**config.mk**
```make
export PLATFORM = sky130hd
export DESIGN_NAME = eli_lpi_ctrl
export DESIGN_NICKNAME = d
export VERILOG_FILES = /design/src/eli_fifo.v /design/src/eli_rx_seq.v /design/src/eli_lpi_ctrl.v
export VERILOG_INCLUDE_DIRS = /design/src
export SDC_FILE = /design/constraint.sdc
export NUM_CORES = 1
export LEC_CHECK = 0
export ABC_AREA = 1
export BUFFER_PORTS_ARGS = -buffer_cell sky130_fd_sc_hd__buf_2
export CAP_MARGIN = 20
export CELL_PAD_IN_SITES_DETAIL_PLACEMENT = 1
export CELL_PAD_IN_SITES_GLOBAL_PLACEMENT = 1
export CORE_MARGIN = 3
export CORE_UTILIZATION = 41
export DETAILED_ROUTE_END_ITERATION = 8
export PLACE_DENSITY_LB_ADDON = 0.08
export SYNTH_ARGS = -nofsm -noshare
export SYNTH_HDL_FRONTEND = slang
export SYNTH_SLANG_ARGS = --single-unit
```
**constraint.sdc**
```tcl
create_clock -name core_clk_in -period 2.75 [get_ports core_clk_in]
set_clock_uncertainty 0.2 [all_clocks]
set_input_delay 0.6875 -clock core_clk_in [delete_from_list [all_inputs] [get_ports core_clk_in]]
set_output_delay 0.6875 -clock core_clk_in [all_outputs]
set_load 0.02 [all_outputs]
```
**src/eli_defs.vh**
```
`ifndef ELI_DEFS_VH
`define ELI_DEFS_VH
// ----------------------------------------------------------------
// code words on the mac and line sides
// ----------------------------------------------------------------
`define ELI_CW_IDLE      2'h0
`define ELI_CW_DATA      2'h1
`define ELI_CW_LPI       2'h2
// ----------------------------------------------------------------
// line symbols sent toward or taken from the partner
// ----------------------------------------------------------------
`define ELI_LN_NORMAL    3'h0
`define ELI_LN_SLEEP     3'h1
`define ELI_LN_QUIET     3'h2
`define ELI_LN_REFRESH   3'h3
`define ELI_LN_ALERT     3'h4
`define ELI_LN_WAKE      3'h5
// ----------------------------------------------------------------
// link speeds
// ----------------------------------------------------------------
`define ELI_SPD_100      3'h0
`define ELI_SPD_1G       3'h1
`define ELI_SPD_2G5      3'h2
`define ELI_SPD_5G       3'h3
`define ELI_SPD_10G      3'h4
// ----------------------------------------------------------------
// timing at 20 MHz (50 ns); times in ns
// ----------------------------------------------------------------
`define ELI_CLK_NS       50
`define ELI_TW_10G_NS    4480
`define ELI_TW_100_NS    20500
`define ELI_TW_1G_NS     16500
`define ELI_TW_10G_CYC   (`ELI_TW_10G_NS / `ELI_CLK_NS)
`define ELI_TW_100_CYC   (`ELI_TW_100_NS / `ELI_CLK_NS)
`define ELI_TW_1G_CYC    (`ELI_TW_1G_NS / `ELI_CLK_NS)
`define ELI_ALERT_CYC    16'h0010
`define ELI_SLEEP_CYC    16'h0008
`define ELI_QUIET_CYC    16'h0100
`define ELI_REFRESH_CYC  16'h0010
`define ELI_FIFO_DEPTH   8
`endif

```
**src/eli_fifo.v**
```verilog
module eli_fifo #(
  parameter WIDTH = 10,
  parameter DEPTH = 8,
  parameter AW    = 3
) (
  input  wire             clk_in,
  input  wire             rstn_in,
  input  wire [WIDTH-1:0] wr_data_in,
  input  wire             wr_valid_in,
  output wire             wr_ready_out,
  output wire [WIDTH-1:0] rd_data_out,
  output wire             rd_valid_out,
  input  wire             rd_ready_in
);
  reg [WIDTH-1:0] mem [0:DEPTH-1];
  reg [AW:0]      wptr_ff;
  reg [AW:0]      rptr_ff;
  wire            full;
  wire            empty;
  wire            do_wr;
  wire            do_rd;

  assign full         = (wptr_ff[AW-1:0] == rptr_ff[AW-1:0]) &&
                        (wptr_ff[AW] != rptr_ff[AW]);
  assign empty        = (wptr_ff == rptr_ff);
  assign wr_ready_out = ~full;
  assign rd_valid_out = ~empty;
  assign rd_data_out  = mem[rptr_ff[AW-1:0]];
  assign do_wr        = wr_valid_in & ~full;
  assign do_rd        = rd_ready_in & ~empty;

  always @(posedge clk_in) begin
    if (do_wr)
      mem[wptr_ff[AW-1:0]] <= wr_data_in;
  end

  always @(posedge clk_in or negedge rstn_in) begin
    if (!rstn_in) begin
      wptr_ff <= {(AW+1){1'b0}};
      rptr_ff <= {(AW+1){1'b0}};
    end else begin
      if (do_wr)
        wptr_ff <= wptr_ff + 1'b1;
      if (do_rd)
        rptr_ff <= rptr_ff + 1'b1;
    end
  end
endmodule // eli_fifo

```
**src/eli_rx_seq.v**
```verilog
`include "eli_defs.vh"
module eli_rx_seq (
  input  wire       clk_in,
  input  wire       rstn_in,
  input  wire       link_up_in,
  input  wire       eee_active_in,
  input  wire [2:0] speed_in,
  input  wire [2:0] line_rx_sym_in,
  input  wire [1:0] line_rx_cw_in,
  input  wire [15:0] tw_cyc_in,
  output reg        rx_lpi_out,
  output reg        rx_low_power_out,
  output reg        rx_adapt_out,
  output reg        rx_ready_out
);
  localparam S_NORM  = 2'h0;
  localparam S_QUIET = 2'h1;
  localparam S_WAKE  = 2'h2;

  reg [1:0]  st_ff;
  reg [15:0] cnt_ff;

  // ----------------------------------------------------------------
  // receive sequencer
  // ----------------------------------------------------------------
  always @(posedge clk_in or negedge rstn_in) begin
    if (!rstn_in) begin
      st_ff            <= S_NORM;
      cnt_ff           <= 16'h0000;
      rx_lpi_out       <= 1'b0;
      rx_low_power_out <= 1'b0;
      rx_adapt_out     <= 1'b0;
      rx_ready_out     <= 1'b0;
    end else if (!link_up_in) begin
      st_ff            <= S_NORM;
      cnt_ff           <= 16'h0000;
      rx_lpi_out       <= 1'b0;
      rx_low_power_out <= 1'b0;
      rx_adapt_out     <= 1'b0;
      rx_ready_out     <= 1'b0;
    end else begin
      rx_adapt_out <= 1'b0;
      case (st_ff)
        S_NORM: begin
          rx_ready_out <= 1'b1;
          // partner lpi is relayed even when the line cannot go quiet
          rx_lpi_out   <= (line_rx_cw_in == `ELI_CW_LPI);
          if (eee_active_in && line_rx_cw_in == `ELI_CW_LPI) begin
            st_ff        <= S_QUIET;
            rx_ready_out <= 1'b0;
          end
        end
        S_QUIET: begin
          rx_low_power_out <= (line_rx_sym_in == `ELI_LN_QUIET);
          rx_adapt_out <= (line_rx_sym_in == `ELI_LN_REFRESH);
          if (line_rx_sym_in == `ELI_LN_WAKE ||
              (speed_in == `ELI_SPD_10G &&
               line_rx_sym_in == `ELI_LN_ALERT)) begin
            st_ff            <= S_WAKE;
            cnt_ff           <= tw_cyc_in;
            rx_low_power_out <= 1'b0;
          end
        end
        S_WAKE: begin
          rx_lpi_out <= 1'b0;
          if (cnt_ff == 16'h0000) begin
            st_ff        <= S_NORM;
            rx_ready_out <= 1'b1;
          end else begin
            cnt_ff <= cnt_ff - 16'h0001;
          end
        end
        default: st_ff <= S_NORM;
      endcase
    end
  end
endmodule // eli_rx_seq

```
**src/eli_lpi_ctrl.v**
```verilog
`include "eli_defs.vh"
module eli_lpi_ctrl (
  input  wire        core_clk_in,
  input  wire        resetn_in,
  input  wire        link_up_in,
  input  wire [2:0]  speed_in,
  input  wire        an_enable_in,
  input  wire        eee_adv_in,
  input  wire        lp_eee_in,
  input  wire        auto_mode_in,
  input  wire [15:0] idle_thresh_in,
  input  wire        tw_override_in,
  input  wire [15:0] tw_cyc_in,
  input  wire [1:0]  mac_cw_in,
  input  wire [7:0]  mac_data_in,
  input  wire        mac_valid_in,
  output wire        mac_ready_out,
  input  wire [2:0]  line_rx_sym_in,
  input  wire [1:0]  line_rx_cw_in,
  output reg  [2:0]  line_tx_sym_out,
  output reg  [1:0]  line_tx_cw_out,
  output reg  [7:0]  line_tx_data_out,
  output reg         tx_lpi_state_out,
  output reg         tx_wake_done_out,
  output reg         link_refresh_out,
  output wire        rx_lpi_out,
  output wire        rx_low_power_out,
  output wire        rx_adapt_out,
  output wire        rx_ready_out
);
  localparam S_NORM    = 3'h0;
  localparam S_SLEEP   = 3'h1;
  localparam S_WAITLP  = 3'h2;
  localparam S_QUIET   = 3'h3;
  localparam S_REFRESH = 3'h4;
  localparam S_ALERT   = 3'h5;
  localparam S_WAKE    = 3'h6;

  // ----------------------------------------------------------------
  // reset release
  // ----------------------------------------------------------------
  reg rst_s1_ff;
  reg rst_s2_ff;
  always @(posedge core_clk_in or negedge resetn_in) begin
    if (!resetn_in) begin
      rst_s1_ff <= 1'b0;
      rst_s2_ff <= 1'b0;
    end else begin
      rst_s1_ff <= 1'b1;
      rst_s2_ff <= rst_s1_ff;
    end
  end
  wire rstn = rst_s2_ff;

  // ----------------------------------------------------------------
  // wake time selection
  // ----------------------------------------------------------------
  function [15:0] tw_default;
    input [2:0]  spd;
    reg   [31:0] full_cyc;
    begin
      case (spd)
        `ELI_SPD_100: full_cyc = `ELI_TW_100_CYC;
        `ELI_SPD_1G:  full_cyc = `ELI_TW_1G_CYC;
        default:      full_cyc = `ELI_TW_10G_CYC;
      endcase
      tw_default = full_cyc[15:0];
    end
  endfunction

  wire [15:0] tw_cyc = tw_override_in ? tw_cyc_in
                                      : tw_default(speed_in);
  wire        is_10g = (speed_in == `ELI_SPD_10G);
  // alert and both state hand-overs come out of the 10g wake budget,
  // so alert plus wake never exceed the maximum recovery time while tw_cyc is at least 18
  wire [15:0] tw_body = is_10g ? tw_cyc - `ELI_ALERT_CYC - 16'h0002
                               : tw_cyc;

  // eee capability gate
  wire eee_active = link_up_in & an_enable_in & eee_adv_in &
                    lp_eee_in;

  // ----------------------------------------------------------------
  // data path fifo: words are held, never dropped, while waking
  // ----------------------------------------------------------------
  wire [9:0] f_rd_data;
  wire       f_rd_valid;
  reg        f_rd_ready;

  eli_fifo #(
    .WIDTH (10),
    .DEPTH (`ELI_FIFO_DEPTH),
    .AW    (3)
  ) u_fifo (
    .clk_in       (core_clk_in),
    .rstn_in      (rstn),
    .wr_data_in   ({mac_cw_in, mac_data_in}),
    .wr_valid_in  (mac_valid_in),
    .wr_ready_out (mac_ready_out),
    .rd_data_out  (f_rd_data),
    .rd_valid_out (f_rd_valid),
    .rd_ready_in  (f_rd_ready)
  );

  wire [1:0] head_cw = f_rd_data[9:8];

  // ----------------------------------------------------------------
  // lpi request: native code words or autonomous idle count
  // ----------------------------------------------------------------
  reg [15:0] idle_cnt_ff;
  wire       head_idle = f_rd_valid & (head_cw == `ELI_CW_IDLE);
  wire       head_busy = f_rd_valid & (head_cw == `ELI_CW_DATA);
  always @(posedge core_clk_in or negedge rstn) begin
    if (!rstn)
      idle_cnt_ff <= 16'h0000;
    else if (!auto_mode_in || head_busy || !link_up_in)
      idle_cnt_ff <= 16'h0000;
    else if (head_idle && idle_cnt_ff != 16'hffff)
      idle_cnt_ff <= idle_cnt_ff + 16'h0001;
  end

  // in native mode only mac code words steer entry and exit
  wire lpi_req = auto_mode_in
               ? (idle_cnt_ff >= idle_thresh_in) & ~head_busy
               : f_rd_valid & (head_cw == `ELI_CW_LPI);
  wire exit_req = auto_mode_in ? head_busy
                : f_rd_valid & (head_cw != `ELI_CW_LPI);

  // ----------------------------------------------------------------
  // transmit sequencer
  // ----------------------------------------------------------------
  reg [2:0]  st_ff;
  reg [15:0] cnt_ff;
  reg        rem_sleep_ff;

  always @* begin
    // words are consumed except in alert and wake and, outside normal, on an exit request; wake holds data back
    case (st_ff)
      S_ALERT, S_WAKE: f_rd_ready = 1'b0;
      S_NORM:          f_rd_ready = 1'b1;
      default:         f_rd_ready = ~exit_req;
    endcase
  end

  always @(posedge core_clk_in or negedge rstn) begin
    if (!rstn) begin
      st_ff            <= S_NORM;
      cnt_ff           <= 16'h0000;
      rem_sleep_ff     <= 1'b0;
      line_tx_sym_out  <= `ELI_LN_NORMAL;
      line_tx_cw_out   <= `ELI_CW_IDLE;
      line_tx_data_out <= 8'h00;
      tx_lpi_state_out <= 1'b0;
      tx_wake_done_out <= 1'b0;
      link_refresh_out <= 1'b0;
    end else if (!link_up_in) begin
      st_ff            <= S_NORM;
      cnt_ff           <= 16'h0000;
      rem_sleep_ff     <= 1'b0;
      line_tx_sym_out  <= `ELI_LN_NORMAL;
      line_tx_cw_out   <= `ELI_CW_IDLE;
      tx_lpi_state_out <= 1'b0;
      tx_wake_done_out <= 1'b0;
      link_refresh_out <= 1'b0;
    end else begin
      tx_wake_done_out <= 1'b0;
      link_refresh_out <= 1'b0;
      if (line_rx_sym_in == `ELI_LN_SLEEP)
        rem_sleep_ff <= 1'b1;
      case (st_ff)
        S_NORM: begin
          line_tx_sym_out <= `ELI_LN_NORMAL;
          tx_lpi_state_out <= 1'b0;
          if (f_rd_valid) begin
            line_tx_cw_out   <= head_cw;
            line_tx_data_out <= f_rd_data[7:0];
          end else begin
            line_tx_cw_out <= `ELI_CW_IDLE;
          end
          if (lpi_req) begin
            // lpi is relayed to the far end whether or not we go quiet
            line_tx_cw_out <= `ELI_CW_LPI;
            if (eee_active) begin
              st_ff            <= S_SLEEP;
              cnt_ff           <= `ELI_SLEEP_CYC;
              // a partner sleep seen on the entry edge still counts
              rem_sleep_ff     <= (line_rx_sym_in == `ELI_LN_SLEEP);
              tx_lpi_state_out <= 1'b1;
            end
          end
        end
        S_SLEEP: begin
          line_tx_sym_out <= `ELI_LN_SLEEP;
          line_tx_cw_out  <= `ELI_CW_LPI;
          if (exit_req) begin
            st_ff  <= is_10g ? S_ALERT : S_WAKE;
            cnt_ff <= is_10g ? `ELI_ALERT_CYC : tw_cyc;
          end else if (cnt_ff != 16'h0000) begin
            cnt_ff <= cnt_ff - 16'h0001;
          end else if (speed_in == `ELI_SPD_1G) begin
            st_ff <= S_WAITLP;
          end else begin
            st_ff  <= S_QUIET;
            cnt_ff <= `ELI_QUIET_CYC;
          end
        end
        S_WAITLP: begin
          // no quiet until the partner also slept; lpi keeps flowing
          line_tx_sym_out <= `ELI_LN_SLEEP;
          if (exit_req) begin
            st_ff  <= S_WAKE;
            cnt_ff <= tw_cyc;
          end else if (rem_sleep_ff) begin
            st_ff  <= S_QUIET;
            cnt_ff <= `ELI_QUIET_CYC;
          end
        end
        S_QUIET: begin
          line_tx_sym_out <= `ELI_LN_QUIET;
          if (exit_req) begin
            st_ff  <= is_10g ? S_ALERT : S_WAKE;
            cnt_ff <= is_10g ? `ELI_ALERT_CYC : tw_cyc;
          end else if (cnt_ff == 16'h0000) begin
            st_ff  <= S_REFRESH;
            cnt_ff <= `ELI_REFRESH_CYC;
          end else begin
            cnt_ff <= cnt_ff - 16'h0001;
          end
        end
        S_REFRESH: begin
          line_tx_sym_out  <= `ELI_LN_REFRESH;
          link_refresh_out <= 1'b1;
          if (exit_req) begin
            st_ff  <= is_10g ? S_ALERT : S_WAKE;
            cnt_ff <= is_10g ? `ELI_ALERT_CYC : tw_cyc;
          end else if (cnt_ff == 16'h0000) begin
            st_ff  <= S_QUIET;
            cnt_ff <= `ELI_QUIET_CYC;
          end else begin
            cnt_ff <= cnt_ff - 16'h0001;
          end
        end
        S_ALERT: begin
          line_tx_sym_out <= `ELI_LN_ALERT;
          if (cnt_ff == 16'h0000) begin
            st_ff  <= S_WAKE;
            cnt_ff <= tw_body;
          end else begin
            cnt_ff <= cnt_ff - 16'h0001;
          end
        end
        S_WAKE: begin
          line_tx_sym_out <= `ELI_LN_WAKE;
          line_tx_cw_out  <= `ELI_CW_IDLE;
          if (cnt_ff == 16'h0000) begin
            st_ff            <= S_NORM;
            tx_lpi_state_out <= 1'b0;
            tx_wake_done_out <= 1'b1;
          end else begin
            cnt_ff <= cnt_ff - 16'h0001;
          end
        end
        default: st_ff <= S_NORM;
      endcase
    end
  end

  // ----------------------------------------------------------------
  // receive direction
  // ----------------------------------------------------------------
  eli_rx_seq u_rx (
    .clk_in           (core_clk_in),
    .rstn_in          (rstn),
    .link_up_in       (link_up_in),
    .eee_active_in    (eee_active),
    .speed_in         (speed_in),
    .line_rx_sym_in   (line_rx_sym_in),
    .line_rx_cw_in    (line_rx_cw_in),
    .tw_cyc_in        (tw_cyc),
    .rx_lpi_out       (rx_lpi_out),
    .rx_low_power_out (rx_low_power_out),
    .rx_adapt_out     (rx_adapt_out),
    .rx_ready_out     (rx_ready_out)
  );
endmodule // eli_lpi_ctrl

```
======== After elaboration in Yosys (flattened, before gate mapping) ========
Memories as Yosys holds them, arrays and structs flattened.
Index checks and enable logic that the tools add are counted.
storage, ports and cells
  RAM bits ................................ 80
  word-level logic and storage cells ...... 196
  input port bits ......................... 59
  memories kept ........................... 1
  flip-flop bits (word level) ............. 84
memories
  memory      words  bits a word  rd ports  clocked after memory_dff  wr ports  line           source
  u_fifo.mem  8      10           1         0                         1         eli_fifo.v:15  reg [WIDTH-1:0] mem [0:DEPTH-1];
cells by class
  order comparisons ....................... 1
  bitwise gates (word level) .............. 14
  muxes and demuxes ....................... 83
  add/subtract/negate cells ............... 7
  eq/ne operators ......................... 44
  reduce and logical (&&, ||, !) cells .... 26
operators with widths
  operator                                               count
  two-way mux 16 bit                                     22
  one-hot mux 16 bit (7 select lines)                    1
  two-way mux 3 bit                                      14
  logical NOT 16 bit                                     2
  one-hot mux 16 bit (2 select lines)                    1
  subtractor 16 x 1 -> 16 bit, second input constant     2
  two-way mux 1 bit                                      28
  one-hot mux 3 bit (7 select lines)                     1
  equality test 3 bit, second input constant             6
  one-hot mux 3 bit (6 select lines)                     1
  one-hot mux 9 bit (2 select lines)                     1
  adder 16 x 1 -> 16 bit, second input constant          1
  >= comparator 16 bit                                   1
  two-way mux 2 bit                                      8
  inequality test 16 bit, second input constant          1
  inequality test 4 bit, second input constant           4
  nonzero test 16 bit                                    1
  subtractor 16 x 2 -> 16 bit, second input constant     1
  subtractor 16 x 5 -> 16 bit, second input constant     1
  inequality test 3 bit, second input constant           5
  equality test 3 x 2 -> 1 bit, second input constant    4
  inequality test 3 x 2 -> 1 bit, second input constant  4
  one-hot mux 2 bit (3 select lines)                     2
  bitwise AND 1 bit                                      10
  27 further kinds                                       53

======== Depth between registers and ports, before layout ========
  depth in word-level cells ............... 9
  gate-level depth with buffers ........... 19
  gate-level depth less buffers ........... 17

======== Cells and area by module ========
Synthesis repeated with hierarchy kept, for this count alone.
second synthesis, totals
  cells, all modules ...................... 1246
  area total of the unflattened synthesis .. 9913.3 um^2
modules (own cells, without submodules)
  module        cells each  sequential area each (um^2)  area an instance (um^2)  instances
  eli_lpi_ctrl  691         1351.3                       4586.9                   1
  eli_fifo      309         2602.5                       3666.0                   1
  eli_rx_seq    246         550.5                        1660.3                   1

======== Worst setup path before layout ========
No wires, ideal clock.
  path type ............................... input -> register
  from .................................... input port tw_override_in
  to ...................................... register cnt_ff[15]
  library setup time ...................... 0.118 ns
  stages on the path ...................... 15
  path buffers ............................ 2
  path slack .............................. 0.097 ns
  arrival time ............................ 2.335 ns
  cells stage by stage .................... buf_2 -> clkbuf_1 -> a21oi_1 -> ha_1 -> nand4_1 -> nand2_1 -> nand2_1 -> nor2_1 -> nand2_1 -> nand2_1 -> nand2_1 -> nand2_1 -> nand3_1 -> nand3_1 -> nand2_1
on the way
  word-level cells in the longest chain between the ends .. 7
  elaborated cells on any way between the ends .. 12
RTL lines
  element                                  line                source
  from (decl)                              eli_lpi_ctrl.v:12   input wire tw_override_in,
  two-way mux 16 bit (*)                   eli_lpi_ctrl.v:71   wire [15:0] tw_cyc = tw_override_in ? tw_cyc_in
  subtractor 16 x 5 -> 16 bit (no line)    --
  subtractor 16 x 2 -> 16 bit              eli_lpi_ctrl.v:76   wire [15:0] tw_body = is_10g ? tw_cyc - `ELI_ALERT_CYC - 16'h0002
  two-way mux 16 bit                       eli_lpi_ctrl.v:76
  two-way mux 16 bit                       eli_lpi_ctrl.v:245  if (cnt_ff == 16'h0000) begin
  one-hot mux 16 bit (7 select lines) (*)  eli_lpi_ctrl.v:170  case (st_ff)
  two-way mux 16 bit (*)                   eli_lpi_ctrl.v:156  end else if (!link_up_in) begin
  to (signal assigned)                     eli_lpi_ctrl.v:185  cnt_ff <= `ELI_SLEEP_CYC;
  to (signal assigned)                     eli_lpi_ctrl.v:247  cnt_ff <= tw_body;
  to (signal assigned)                     eli_lpi_ctrl.v:249  cnt_ff <= cnt_ff - 16'h0001;
  to (decl)                                eli_lpi_ctrl.v:133  reg [15:0] cnt_ff;
Mark *: on every way between the ends. The rest lies on a longest branch, timed or not.
A chain may end at the register's enable or synchronous reset.

======== Worst setup path after layout ========
  from .................................... register u_fifo.rptr_ff[0]
  to ...................................... register u_fifo.rptr_ff[3]
on the way
  word-level cells in the longest chain between the ends .. 7
  elaborated cells on any way between the ends .. 12
RTL lines
  element                                                            line                                    source
  from (decl)                                                        eli_fifo.v:17                           reg [AW:0] rptr_ff;
  from (signal assigned)                                             eli_fifo.v:40                           rptr_ff <= {(AW+1){1'b0}};
  from (signal assigned)                                             eli_fifo.v:45                           rptr_ff <= rptr_ff + 1'b1;
  memory (8 x 10 bit) / equality test 4 bit (equally long branches)  --
  inequality test 2 bit (no line) (tied with other cells)            --
  bitwise AND 1 bit, on equally long branches                        eli_lpi_ctrl.v:127, eli_lpi_ctrl.v:112
  two-way mux 1 bit                                                  eli_lpi_ctrl.v:126                      wire exit_req = auto_mode_in ? head_busy
  inverter 1 bit                                                     eli_lpi_ctrl.v:141                      default: f_rd_ready = ~exit_req;
  one-hot mux 1 bit (2 select lines)                                 eli_lpi_ctrl.v:138                      case (st_ff)
  bitwise AND 1 bit                                                  eli_fifo.v:30                           assign do_rd = rd_ready_in & ~empty;
Several ways; a longest one is shown, not always the timed one.

==> flow_summary.json <==
{
  "synthArstFlopShare_pct": 51.2,
  "synth_ff_type": "dfrtp_1",
  "status": "finished, final reports clean",
  "synth_area_leaders": "edfxtp_1 25%, dfrtp_1 22%, nand2_1 12%, inv_1 6.3%, nor2_1 5.6%",
  "cts_tree": "built",
  "clockRootBuffer": "clkbuf_16",
  "syn_inst": 1232,
  "clk_pin_slew_ps": 80,
  "gp_congestion": 0.871,
  "cp-end-kind": "register",
  "slew_violations": 0,
  "finalSetupViolCount": 0,
  "rr_startpoint": "u_fifo.rptr_ff[0]$_DFFE_PN0P_",
  "die_y_um": 159,
  "clockBufferDepth": 2,
  "placed_cells": 1646,
  "startpoint_type": "register",
  "antenna_found_initial": 1,
  "grt_max_degree": 54,
  "max_slew_margin_pct": 65.4,
  "arrival_ps": 2720,
  "synth.distinct_cells": 42,
  "synth-seq-area-share_pct": 46.9,
  "tns_ps": 0,
  "hold_class": "register to async pin",
  "finalCritPeriodShare_pct": 94.3,
  "max_freq_mhz": 385,
  "reg2reg_slack_ps": 160,
  "reg2reg_depth": 14,
  "utilization_pct": 50.0,
  "cp_data_required_time_ps": 2870,
  "placementRows": 55,
  "area_delta_synth_final_pct": 18.9,
  "track_usage_pct": 23.4,
  "maxCapViolCount": 0,
  "mostFrequentLayoutCell": "nand2_1",
  "drc": 0,
  "criticalPathCategory": "register to register",
  "die_w_um": 159,
  "netlist_area_sq_um": 9600,
  "n_fill_cell": 2854,
  "layout-drive-gt1-share_pct": 15.0,
  "r2r_end": "u_fifo.rptr_ff[3]$_DFFE_PN0P_",
  "numCtsBuffers": 17,
  "min_period_ps": 2590,
  "tightest_slew_ps": 515,
  "port_buffers": 79,
  "seqCellArea_sq_um": 4510,
  "ys_seq_elements": 164,
  "syn_avg_cell_area_sq_um": 7.79,
  "finalNonFillerCells": 1685,
  "dp_hpwl_um": 21900,
  "routed_wl_um": 29900,
  "grt_pass1_wl_um": 47900,
  "multi_input_area_sq_um": 4320,
  "vias": 8876,
  "p_leak_nw": 5.50,
  "power.total_mw": 12.6,
  "core_sq_um": 22800,
  "ios": 80,
  "syn-num-nets": 1315,
  "yosys.area.top_type_share_pct": 25.0,
  "ant_nets": 0,
  "ir_drop_v": 0.000490,
  "powerDensity_nw_per_um2": 1100,
  "overflow": 0,
  "insertion_delay_ps": 440,
  "synth_edf_count": 80,
  "post_drt_wl_per_cell_um": 17.7,
  "htree_num_levels": 4,
  "grt_pass1_vias": 8912,
  "die-area_sq_um": 25300,
  "critPathMaxFanout": 21,
  "synth_area_leader_cell": "edfxtp_1",
  "cts.sinks": 164,
  "layout_common_cells": "299 x nand2_1, 160 x inv_1, 142 x nor2_1",
  "num-nets-final": 1441,
  "drt_iter0_drc": 502,
  "start_util_pct": 42.0,
  "ys_warn_count": 0,
  "finalHoldViolCount": 0,
  "avgViaCountPerCell": 5.27,
  "first_pass_iters": 5
}
cell usage after synthesis, types with 6 or more instances:
cell type / number
nand2_1: 301
inv_1: 160
nor2_1: 143
nand3_1: 97
o21ai_0: 93
dfrtp_1: 84
edfxtp_1: 80
a21oi_1: 36
nand4_1: 34
xor2_1: 27
o22ai_1: 26
nor3_1: 25
ha_1: 24
clkbuf_1: 22
a31oi_1: 11
buf_2: 8
o211ai_1: 6
sequential cells by signal, indices dropped and copies added (netlist names), 4 cells and up:
name,count
idle_cnt_ff,16
cnt_ff,16
u_rx.cnt_ff,16
u_fifo.wptr_ff,4
u_fifo.rptr_ff,4
u_fifo.mem,80
line_tx_data_out,8
worst max-delay path, cell delays in order (launching register included):
cell and delay [ps]:
dfrtp_1 400, buf_12 170, inv_6 140, nand2_1 80
nand3_1 110, nand2_1 80, nand2_1 110, nand2_4 90
nand4_1 80, nand2_1 240, nand2_1 210, nand2_1 110
inv_1 150, nand4_1 140, xnor2_1 150
how the worst max path moves through the flow:
stage                                  startpoint  depth (start not counted)                       endpoint  slack [ps]
detailed placement             idle_thresh_in[15]                         15          cnt_ff[5]$_DFFE_PN0P_        -100
global placement               idle_thresh_in[15]                         15         cnt_ff[15]$_DFFE_PN0P_         -50
CTS                 u_fifo.rptr_ff[0]$_DFFE_PN0P_                         17           st_ff[0]$_DFFE_PN0P_           6
floorplan                     rst_s2_ff$_DFF_PN0_                          0          cnt_ff[0]$_DFFE_PN0P_          40
finish              u_fifo.rptr_ff[0]$_DFFE_PN0P_                         14  u_fifo.rptr_ff[3]$_DFFE_PN0P_         160
global route        u_fifo.rptr_ff[0]$_DFFE_PN0P_                         18           st_ff[0]$_DFFE_PN0P_          -4
per-stage QoR:
step	setup WS (ps)	hold slack [ps]	area (sq um)
6_report	155	103	11400
3_3_place_gp	-53.9	107	10700
5_1_grt	-4.00	140	11400
4_1_cts	5.85	118	11300
3_5_place_dp	-99.1	109	10700
2_1_floorplan	37.2	131	9600
cell families (layout without fill, tap and decap cells):
logic type	count (synthesis)	after routing	synth area share, %
buffers and inverters	204	343	8.52
adder cells (fa/ha/maj)	24	24	3.13
AND/OR/NAND/NOR	627	627	28.3
AO/OA/AOI/OAI	182	182	10.4
flip-flops	164	164	46.9
XOR/XNOR	30	30	2.74
other	1	2	0.0391
routing by layer:
layer  wire length, um  global-route usage, %  share of wire, %  vias to the layer above
li1                  -                      -                 -                     4337
met1             14500                   33.5                48                     4324
met2             13500                   37.1                45                      176
met3              1320                   3.95               4.4                       39
met4               519                   6.21               1.7                        0
met5                 0                      0                 0                        -
what timing repair did:
item	CTS	global route
hold buffers	1	0
endpoints found under the hold margin	2	0
pin swaps	0	3
buffers inserted	0	5
setup endpoints to repair	5	21
gates resized for setup	2	9
layout make-up:
type	count	share of cell area [%]
Antenna cell	1	0.0219
Tap cell	313	3.43
Multi-Input combinational cell	864	37.8
Clock inverter	15	1.76
Sequential cell	164	39.5
Inverter	167	5.55
Timing Repair Buffer	144	8.20
Clock buffer	17	3.73
report_power, final:
group / internal, mW / switching [mW] / total [mW]
clock network: 1.26 / 1.25 / 2.50
registers: 3.11 / 0.400 / 3.51
logic: 2.17 / 4.43 / 6.60
total: 6.54 / 6.07 / 12.6
No activity file was read; power rests on OpenSTA's default activity.
